**config.mk**
```make
export PLATFORM = sky130hd
export DESIGN_NAME = mac_media_if
export DESIGN_NICKNAME = d
export VERILOG_FILES = /design/src/core/mac_side_pkg.sv /design/src/core/nibble_fifo.sv /design/src/core/mac_media_if.sv
export SDC_FILE = /design/constraint.sdc
export NUM_CORES = 1
export LEC_CHECK = 0
export BUFFER_PORTS_ARGS = -buffer_cell sky130_fd_sc_hd__clkbuf_2
export CORE_MARGIN = 3
export CORE_UTILIZATION = 55
export DETAILED_ROUTE_END_ITERATION = 7
export PLACE_DENSITY = 0.76
export SLEW_MARGIN = 20
export SYNTH_ARGS = -nofsm -noshare
export SYNTH_HDL_FRONTEND = slang
export SYNTH_SLANG_ARGS = --single-unit
```
**constraint.sdc**
```tcl
create_clock -name clk_sys -period 3.9 [get_ports clk_sys]
set_input_delay 0.39 -clock clk_sys [delete_from_list [all_inputs] [get_ports clk_sys]]
set_output_delay 0.39 -clock clk_sys [all_outputs]
set_load 0.02 [all_outputs]
```
**src/core/mac_side_pkg.sv**
```systemverilog
// constants and types shared by the mac-side media interface
// assumes a 50 mhz system clock; nothing else is included
package mac_side_pkg;
	// --------------------------------------------------------------
	// interface modes and speeds
	// --------------------------------------------------------------
	typedef enum logic [1:0] {
		MODE_MII = 2'h0,
		MODE_RMII = 2'h1,
		MODE_RGMII = 2'h2
	} mode_e;

	// --------------------------------------------------------------
	// clock and timing
	// --------------------------------------------------------------
	localparam int SYS_CLK_HZ = 50000000;
	localparam int FAST_CLK_HZ = 25000000;
	localparam int SLOW_CLK_HZ = 2500000;
	// half period of the generated transmit clock, in system cycles
	localparam logic [4:0] FAST_HALF = 5'(SYS_CLK_HZ / FAST_CLK_HZ / 2);
	localparam logic [4:0] SLOW_HALF = 5'(SYS_CLK_HZ / SLOW_CLK_HZ / 2);

	// --------------------------------------------------------------
	// station address strap
	// --------------------------------------------------------------
	localparam int ADDR_W = 5;
	localparam logic [3:0] STRAP_UPPER_RESET = 4'h0;
	localparam logic STRAP_LOW_RESET = 1'h1;
	localparam logic [4:0] STRAP_DEFAULT = 5'h01;

	// --------------------------------------------------------------
	// data path
	// --------------------------------------------------------------
	localparam int NIB_W = 4;
	localparam int FIFO_DEPTH = 8;
	// word: error flag above the nibble
	localparam int WORD_W = NIB_W + 1;
	// nibble delivered in place of data when the line reports an error
	localparam logic [3:0] ERR_NIBBLE = 4'he;
endpackage

```
**src/core/nibble_fifo.sv**
```systemverilog
// small synchronous fifo with valid/ready on both sides
// assumes one clock and a clock enable shared with its user
`timescale 1ns/1ps
module nibble_fifo #(
	parameter int WIDTH = 5,
	parameter int DEPTH = 8
) (
	input wire logic clk_sys,
	input wire logic rst_n,
	input wire logic clkEn,
	input wire logic inValid,
	output logic inReady,
	input wire logic [WIDTH-1:0] inData,
	output logic outValid,
	input wire logic outReady,
	output logic [WIDTH-1:0] outData
);
	localparam int AW = $clog2(DEPTH);
	logic [WIDTH-1:0] mem [DEPTH];
	logic [AW-1:0] wrPtr;
	logic [AW-1:0] rdPtr;
	logic [AW:0] count;
	logic doWr;
	logic doRd;

	assign inReady = (count != (AW+1)'(DEPTH));
	assign outValid = (count != '0);
	assign outData = mem[rdPtr];
	assign doWr = clkEn && inValid && inReady;
	assign doRd = clkEn && outValid && outReady;

	always_ff @(posedge clk_sys) begin
		if (doWr) begin
			mem[wrPtr] <= inData;
		end
	end

	always_ff @(posedge clk_sys or negedge rst_n) begin
		if (!rst_n) begin
			wrPtr <= '0;
			rdPtr <= '0;
			count <= '0;
		end else begin
			if (doWr) begin
				wrPtr <= wrPtr + 1'b1;
			end
			if (doRd) begin
				rdPtr <= rdPtr + 1'b1;
			end
			count <= count + (AW+1)'(doWr) - (AW+1)'(doRd);
		end
	end
endmodule

```
**src/core/mac_media_if.sv**
```systemverilog
// mac-facing media interface of a 10/100 transceiver
// assumes line-side decoded nibbles arrive on clk_sys with valid/ready,
// and that the mac's pins reach here unsynchronised
`timescale 1ns/1ps
module mac_media_if
	import mac_side_pkg::*;
(
	input wire logic clk_sys,
	input wire logic rst_n,
	input wire logic clkEn,
	input wire logic [1:0] modeSel,
	input wire logic speedFast,
	input wire logic fullDuplex,
	input wire logic lineActive,
	input wire logic lineValid,
	output logic lineReady,
	input wire logic [3:0] lineNibble,
	input wire logic lineErr,
	input wire logic txClkIn,
	output logic txClkOut,
	output logic txClkOe_n,
	input wire logic txEn,
	input wire logic [3:0] txData,
	output logic txDataValid,
	output logic [3:0] txNibble,
	output logic txError,
	output logic rxClk,
	output logic rxCtrl,
	output logic rxErr,
	output logic [3:0] rxData,
	output logic [3:0] rxDataOe_n,
	input wire logic [3:0] rxDataPin,
	output logic carrierSense,
	output logic collision,
	output logic collisionOe_n,
	input wire logic collisionPin,
	output logic [4:0] station_address_strap
);
	// ----------------------------------------------------------
	// state
	// ----------------------------------------------------------
	typedef struct packed {
		logic outOfReset;
		logic strapDone;
		logic [4:0] strap;
		logic [4:0] divCnt;
		logic genClk;
		logic [2:0] txClkSync;
		logic [1:0] txEnSync;
		logic [7:0] txDataSync;
		logic txEnRise;
		logic [3:0] txNibble;
		logic txDataValid;
		logic txError;
		logic rxClk;
		logic rxCtrl;
		logic rxErr;
		logic [3:0] rxData;
		logic rxHold;
		logic rxHoldErr;
		logic carrierSense;
		logic collision;
		logic [1:0] rmiiPhase;
	} state_s;

	state_s st;
	state_s next_st;
	logic fifoValid;
	logic fifoReady;
	logic [WORD_W-1:0] fifoWord;
	mode_e mode;

	assign mode = mode_e'(modeSel);

	// ----------------------------------------------------------
	// receive buffer between line decoder and mac pins
	// ----------------------------------------------------------
	nibble_fifo #(
		.WIDTH(WORD_W),
		.DEPTH(FIFO_DEPTH)
	) u_rx_fifo (
		.clk_sys(clk_sys),
		.rst_n(rst_n),
		.clkEn(clkEn),
		.inValid(lineValid),
		.inReady(lineReady),
		.inData({lineErr, lineNibble}),
		.outValid(fifoValid),
		.outReady(fifoReady),
		.outData(fifoWord)
	);

	// a nibble is taken in the first cycle of the generated clock's low phase, every fourth cycle in rmii
	function automatic logic nibble_slot(input state_s s, input mode_e m);
		if (m == MODE_RMII) begin
			return s.rmiiPhase == 2'h0;
		end
		return s.genClk == 1'b0 && s.divCnt == 5'h0;
	endfunction

	assign fifoReady = clkEn && st.outOfReset && nibble_slot(st, mode);

	// ----------------------------------------------------------
	// next state
	// ----------------------------------------------------------
	always_comb begin
		logic [4:0] half;
		logic [3:0] nib;
		logic txActive;
		half = speedFast ? FAST_HALF : SLOW_HALF;
		nib = '0;
		txActive = 1'b0;
		next_st = st;
		next_st.outOfReset = 1'b1;
		// straps are caught once, the first cycle after release
		if (!st.strapDone) begin
			next_st.strapDone = 1'b1;
			next_st.strap = {rxDataPin, collisionPin};
		end
		// divider of the reference gives fixed-phase clocks
		if (st.divCnt == half - 5'h1 || st.divCnt >= half) begin
			next_st.divCnt = '0;
			next_st.genClk = ~st.genClk;
		end else begin
			next_st.divCnt = st.divCnt + 5'h1;
		end
		next_st.rmiiPhase = st.rmiiPhase + 2'h1;
		// mac pins pass two flops before use
		next_st.txClkSync = {st.txClkSync[1:0], txClkIn};
		next_st.txEnSync = {st.txEnSync[0], txEn};
		next_st.txDataSync = {st.txDataSync[3:0], txData};
		txActive = st.txEnSync[1];
		next_st.txEnRise = 1'b0;
		if (mode == MODE_RGMII) begin
			// sample control on both edges of the mac's clock
			if (st.txClkSync[2:1] == 2'b01) begin
				next_st.txDataValid = st.txEnSync[1];
				next_st.txNibble = st.txDataSync[7:4];
				next_st.txEnRise = 1'b1;
			end
			if (st.txClkSync[2:1] == 2'b10) begin
				next_st.txError = st.txEnSync[1] ^ st.txDataValid;
			end
		end else if (nibble_slot(st, mode)) begin
			next_st.txDataValid = st.txEnSync[1];
			next_st.txNibble = (mode == MODE_RMII) ? {2'h0, st.txDataSync[5:4]} : st.txDataSync[7:4];
			next_st.txError = 1'b0;
		end
		// receive side, launched with the rising generated edge at the fast rate, one cycle after the falling one at the slow rate
		if (fifoReady) begin
			next_st.rxHold = fifoValid;
			next_st.rxHoldErr = fifoValid && fifoWord[NIB_W];
			nib = fifoWord[NIB_W] ? ERR_NIBBLE : fifoWord[NIB_W-1:0];
			next_st.rxData = fifoValid ? nib : 4'h0;
			if (mode == MODE_RMII) begin
				next_st.rxData = fifoValid ? {2'h0, nib[1:0]} : 4'h0;
			end
			next_st.rxErr = (mode != MODE_RGMII) && fifoValid && fifoWord[NIB_W];
		end
		next_st.rxClk = (mode == MODE_RMII) ? 1'b0 : next_st.genClk;
		if (mode == MODE_RGMII) begin
			// valid on high phase, valid xor error on low phase
			next_st.rxCtrl = next_st.genClk ? next_st.rxHold : (next_st.rxHold ^ next_st.rxHoldErr);
		end else if (mode == MODE_RMII) begin
			next_st.rxCtrl = next_st.rxHold || lineActive;
		end else begin
			next_st.rxCtrl = next_st.rxHold;
		end
		next_st.carrierSense = (mode == MODE_MII) && (lineActive || txActive);
		next_st.collision = (mode != MODE_RMII) && !fullDuplex && lineActive && txActive;
	end

	// ----------------------------------------------------------
	// registers
	// ----------------------------------------------------------
	always_ff @(posedge clk_sys or negedge rst_n) begin
		if (!rst_n) begin
			st <= '0;
			st.strap <= {STRAP_UPPER_RESET, STRAP_LOW_RESET};
		end else if (clkEn) begin
			st <= next_st;
		end
	end

	// ----------------------------------------------------------
	// pins
	// ----------------------------------------------------------
	always_comb begin
		// low enable means driving; tx clock driven low in reset, input in rmii and rgmii after; strap pins released in reset
		txClkOut = (mode == MODE_MII) && st.outOfReset && st.genClk;
		txClkOe_n = st.outOfReset && (mode != MODE_MII);
		rxDataOe_n = st.outOfReset ? 4'h0 : 4'hf;
		collisionOe_n = !st.outOfReset;
	end

	assign txDataValid = st.txDataValid;
	assign txNibble = st.txNibble;
	assign txError = st.txError;
	assign rxClk = st.rxClk;
	assign rxCtrl = st.rxCtrl;
	assign rxErr = st.rxErr;
	assign rxData = st.rxData;
	assign carrierSense = st.carrierSense;
	assign collision = st.collision;
	assign station_address_strap = st.strapDone ? st.strap : STRAP_DEFAULT;
endmodule

```
Word level (Yosys, flattened, before mapping) --
Memories as Yosys holds them, arrays and structs flattened. Index checks and enable logic that the tools add are counted.
Word-level totals: bits in registers 55, memory bits (writable) 40, bits of input ports 25, output and inout port bits 28, logic and storage cells 105, memories 1
Operators by class: $add $sub $neg 7, magnitude comparators 1, eq/ne operators 10, multiplexer cells 27, bitwise gates (word level) 4, reductions and logical operators 32
Memories:
- u_rx_fifo.mem | words 8, bits a word 5, rd ports 1, clocked after Yosys merged registers in 0, wr ports 1, line nibble_fifo.sv:19 | logic [WIDTH-1:0] mem [DEPTH];
Operators with widths (count):
- 2-to-1 mux 4 bit | 6
- logical AND 1 bit | 17
- 2-to-1 mux 5 bit | 3
- 2-to-1 mux 1 bit | 14
- 2-to-1 mux 6 bit | 2
- adder 3 x 1 -> 3 bit (second input constant) | 2
- inequality test 2 x 1 -> 1 bit (second input constant) | 3
- AND reduction 3 bit | 2
- adder 5 x 1 -> 5 bit (second input constant) | 1
- == test 5 bit | 1
- >= comparator 5 x 4 -> 1 bit | 1
- logical NOT 5 bit | 1
- subtractor 4 x 1 -> 5 bit (second input constant) | 1
- adder 4 x 1 -> 4 bit | 1
- == test 2 x 1 -> 1 bit (second input constant) | 2
- == test 2 bit (second input constant) | 2
- logical NOT 2 bit | 2
- 2-to-1 mux 2 bit | 2
- inequality test 4 bit (second input constant) | 1
- AND reduction 2 bit | 2
- nonzero test 2 bit | 2
- nonzero test 4 bit | 1
- subtractor 4 x 1 -> 4 bit | 1
- logical OR 1 bit | 3
- 5 further kinds | 8

Logic depth before layout (Yosys ltp) --
depth after elaboration 8, depth in mapped cells 14, depth with buffers taken out 12

Cells and area by module --
From an unflattened synthesis, not the netlist that was laid out.
Unflattened totals: cells, all modules 307, area, all modules 4282.9 µm²
Modules (own cells, without submodules):
- mac_media_if | times used 1, cells each 192, area each 2150.8 µm², sequential area each 1102.3 µm²
- nibble_fifo | times used 1, cells each 115, area each 2132.0 µm², sequential area each 1451.4 µm²

Worst setup path after synthesis --
OpenSTA, ideal clock, no wires.
kind reg2reg, start register st[36] (netlist bit), end register u_rx_fifo.count[2], library setup time 0.123 ns, data arrival time 2.661 ns, required time 3.777 ns, setup slack 1.117 ns, cell stages (with the launch flop) 13, buffers on the path 2, clock period less this slack 2.783 ns, path through dfrtp_1 > or3_1 > o41ai_2 > and3_1 > buf_6 > and2_2 > clkbuf_2 > ha_1 > inv_1 > ha_1 > inv_1 > fa_1 > xnor2_1
On the way: word-level cells in the longest chain between the ends 6
RTL lines:
- start, declared | line mac_media_if.sv:66 | state_s st;
- start signal, assigned | line mac_media_if.sv:181 | st <= next_st;
- logical NOT 5 bit | line mac_media_if.sv:98 | return s.genClk == 1'b0 && s.divCnt == 5'h0;
- logical AND 1 bit | line mac_media_if.sv:98
- 2-to-1 mux 1 bit | line mac_media_if.sv:98
- logical AND 1 bit | line mac_media_if.sv:101 | assign fifoReady = clkEn && st.outOfReset && nibble_slot(st, mode);
- logical AND 1 bit | line nibble_fifo.sv:30 | assign doRd = clkEn && outValid && outReady;
- via u_rx_fifo.doRd | line nibble_fifo.sv:24 | logic doRd;
- subtractor 4 x 1 -> 4 bit | line nibble_fifo.sv:50 | count <= count + (AW+1)'(doWr) - (AW+1)'(doRd);
- end signal, assigned | line nibble_fifo.sv:50
- end, declared | line nibble_fifo.sv:22 | logic [AW:0] count;
The timed path passes the listed nets, and every way through them passes these cells. A chain may end at the register's enable or synchronous reset.

Worst setup path in the final report --
start register st[36] (netlist bit), end register u_rx_fifo.count[2]
On the way: word-level cells in the longest chain between the ends 6
RTL lines (line):
- logical NOT 5 bit | mac_media_if.sv:98
- logical AND 1 bit | mac_media_if.sv:98
- 2-to-1 mux 1 bit | mac_media_if.sv:98
- logical AND 1 bit | mac_media_if.sv:101
- logical AND 1 bit | nibble_fifo.sv:30
- subtractor 4 x 1 -> 4 bit | nibble_fifo.sv:50
Every way passes these cells.

==> impl_metrics.tcl <==
set metrics [dict create \
    antenna_found_initial 0 \
    ys_seq_area_share_pct 60.12 \
    grt_busiest_layer "met2" \
    synth_edf_count 40 \
    grt_pass1_vias 2555 \
    fin_crit_sh_pct 79.89 \
    syn_inst 304 \
    synth_cell_types 46 \
    area_delta_synth_final_pct 10.57 \
    path_cells "or3_1 > o41ai_2 > and3_1 > and2_2 > ha_1 > inv_1 > ha_1 > inv_1 > fa_1 > xnor2_1" \
    endpoint_kind "flop" \
    gp_congestion 0.8088 \
    fin_cells 452 \
    initial_core_util_pct 57.64 \
    final_core_util_pct 63.74 \
    status "completed" \
    port_buffers 52 \
    wl_per_cell_um 16.07 \
    fmax_mhz 321.0 \
    synth_ff_type "dfrtp_1" \
    grt_use_total_pct 18.24 \
    worstMarginPinSlew_ns 0.9199 \
    required_ns 4.14 \
    vias_per_cell 5.374 \
    cts_setup_buffers 0 \
    relSlewSlack_pct 38.20 \
    startpoint_type "flop" \
    tns_ns 0 \
    place_hpwl_mm 5.138 \
    yosysMostFrequentCell "dfrtp_1" \
    ys_ff_latch 94 \
    htreeDepth 3 \
    routed_wl_mm 7.262 \
    vdd_drop_max_mv 0.3663 \
    drc 0 \
    holdPathStages 2 \
    die-area_sq_mm 0.008813 \
    finClkSkew_ns 0.008656 \
    critical-path-max-stage-delay_ns 0.48 \
    antenna_cells 0 \
    num_io_pins 53 \
    grt_max_degree 40 \
    power.density_mw_per_mm2 663.0 \
    period_minus_slack_ns 3.116 \
    vias 2429 \
    crit_fanout 10 \
    die_y_um 93.88 \
    slew_viol_final 0 \
    hold_violations 0 \
    crit_type "flop to flop" \
    rsz0062_at_grt "false" \
    synthArstFlopShare_pct 57.45 \
    core_sq_mm 0.007370 \
    worstPathArrival_ns 3.36 \
    yosys-top-cells-area "dfrtp_1 (31%), edfxtp_1 (28%), mux2_2 (7.2%)" \
    yosys_warnings 0 \
    setup_violations 0 \
    globalRouteOverflowTotal 0 \
    ant_nets 0 \
    postPlaceCellArea_sq_mm 0.004488 \
    cts_buffers 9 \
    syn_avg_cell_area_sq_um 13.97 \
    drv_cap 0 \
    yosys.area.top_type "dfrtp_1" \
    final_area_sq_mm 0.004697 \
    row_count 31 \
    reg2reg_depth 10 \
    use_met2_pct 29.15 \
    use_met3_pct 3.926 \
    clk_path_buf_depth 2 \
    synth_common_cells "dfrtp_1 (53), edfxtp_1 (40), mux2_2 (27)" \
    nets 388 \
    grt_pass1_wl_mm 12.12 \
    drive_gt1_share_pct 33.14 \
    p_leak_nw 2.006 \
    netlist_area_sq_mm 0.004248 \
    dr.pass1.iters 4 \
    drt_iter0_drc 119 \
    gr-usage-met1_pct 24.59 \
    dpl.cell_count 435 \
    syn-num-nets 344 \
    insertion_delay_ns 0.35 \
    cts_tree "done" \
    fp.dieW_um 93.88 \
    synth_top_area_share_pct 31.22 \
    cts_root_buf "clkbuf_8" \
    cts_sinks 94 \
    cpMaxStageDelayCell "and3_1" \
    cts_resized 0 \
    path_clk_slew_ns 0.09 \
    hold_path_class "input pin to flop" \
]
## per-layer routing
layer | routed length (um) | part of all wire [%]
met5 | 0 | 0
met4 | 75 | 1.0
met3 | 395 | 5.4
met2 | 3530 | 49
met1 | 3260 | 45
## cell usage in the layout, fill, tap and decap left out, drive strengths merged, types with 5 or more instances in the layout
cell    Yosys  routed
edfxtp     40      40
mux2       29      29
mux2i       7       7
inv        22      22
clkbuf      5      61
nand2b      7       7
nand2      20      20
and2        6       6
xnor2       6       6
o21ai      10      10
a21oi       5       5
ha         14      14
mux4       10      10
nor2       13      13
dfrtp      53      53
## registers in the layout, summed over array words and instances, names as in the netlist, 3 cells and up
register / cells
u_rx_fifo.mem: 40
st: 22
next_st: 7
rxData: 4
txNibble: 4
u_rx_fifo.count: 4
u_rx_fifo.rdPtr: 3
u_rx_fifo.wrPtr: 3
## power breakdown
group	total [mW]	internal [mW]	switching (mW)	leakage [nW]
logic	1.02	0.496	0.519	0.907
clock network	0.639	0.297	0.342	0.0931
registers	1.46	1.25	0.209	1.01
total	3.11	2.04	1.07	2.01
## critical path, delay by kind of cell (launching register included)
family / cells / cell delay [ns]
buf+inv: 2 / 0.12
fa+ha+maj: 3 / 0.77
xor+xnor: 1 / 0.14
flops: 1 / 0.44
compound gates: 1 / 0.37
simple gates: 3 / 1.16
## stage by stage
stage / setup slack (ns) / hold WS (ns) / total power [mW]
after CTS: 0.7500 / 0.2546 / 3.145
after floorplan: 1.117 / 0.09441 / 2.285
final: 0.7843 / 0.2657 / 3.114
after detailed placement: 0.7932 / 0.3323 / 2.504
after global placement: 0.8954 / 0.3299 / 2.456
after global routing: 0.4982 / 0.2511 / 3.327
## worst paths after layout
check / start / to / slack [ns]
worst max register to register: st[36]$_DFFE_PN0P_ / u_rx_fifo.count[2]$_DFF_PN0_ / 0.78
max in group asynchronous: rst_n / u_rx_fifo.wrPtr[0]$_DFFE_PN0P_ / 2.59
worst max-delay path: st[36]$_DFFE_PN0P_ / u_rx_fifo.count[2]$_DFF_PN0_ / 0.78
min in group asynchronous: rst_n / st[35]$_DFFE_PN0P_ / 0.48
worst min register to register: st[0]$_DFFE_PN0P_ / st[0]$_DFFE_PN0P_ / 0.47
worst min-delay path: txData[1] / next_st[25]$_DFFE_PN0P_ / 0.27
## layout make-up
cell class,instances,area (sq um)
Fill cell,576,2673
Multi-Input combinational cell,166,1453
Timing Repair Buffer,55,285.3
Tap cell,99,123.9
Clock inverter,7,75.07
Clock buffer,9,123.9
Sequential cell,94,2554
Inverter,22,82.58
## kinds of logic (layout without fill, tap and decap cells)
| logic type | count (synthesis) | count (layout) | share of synthesized area [%] |
|---|---|---|---|
| compound gates | 28 | 28 | 4.389 |
| xor+xnor | 10 | 10 | 2.062 |
| fa+ha+maj | 15 | 15 | 4.595 |
| buf+inv | 44 | 93 | 5.685 |
| flops | 94 | 94 | 60.12 |
| mux | 46 | 46 | 15.11 |
| simple gates | 67 | 67 | 8.041 |
## what timing repair did
action	4_1_cts	5_1_grt
endpoints found under the hold margin	14	0
endpoints found under the setup margin	0	0
hold buffers	1	0
(Power assumes the default switching activity.)
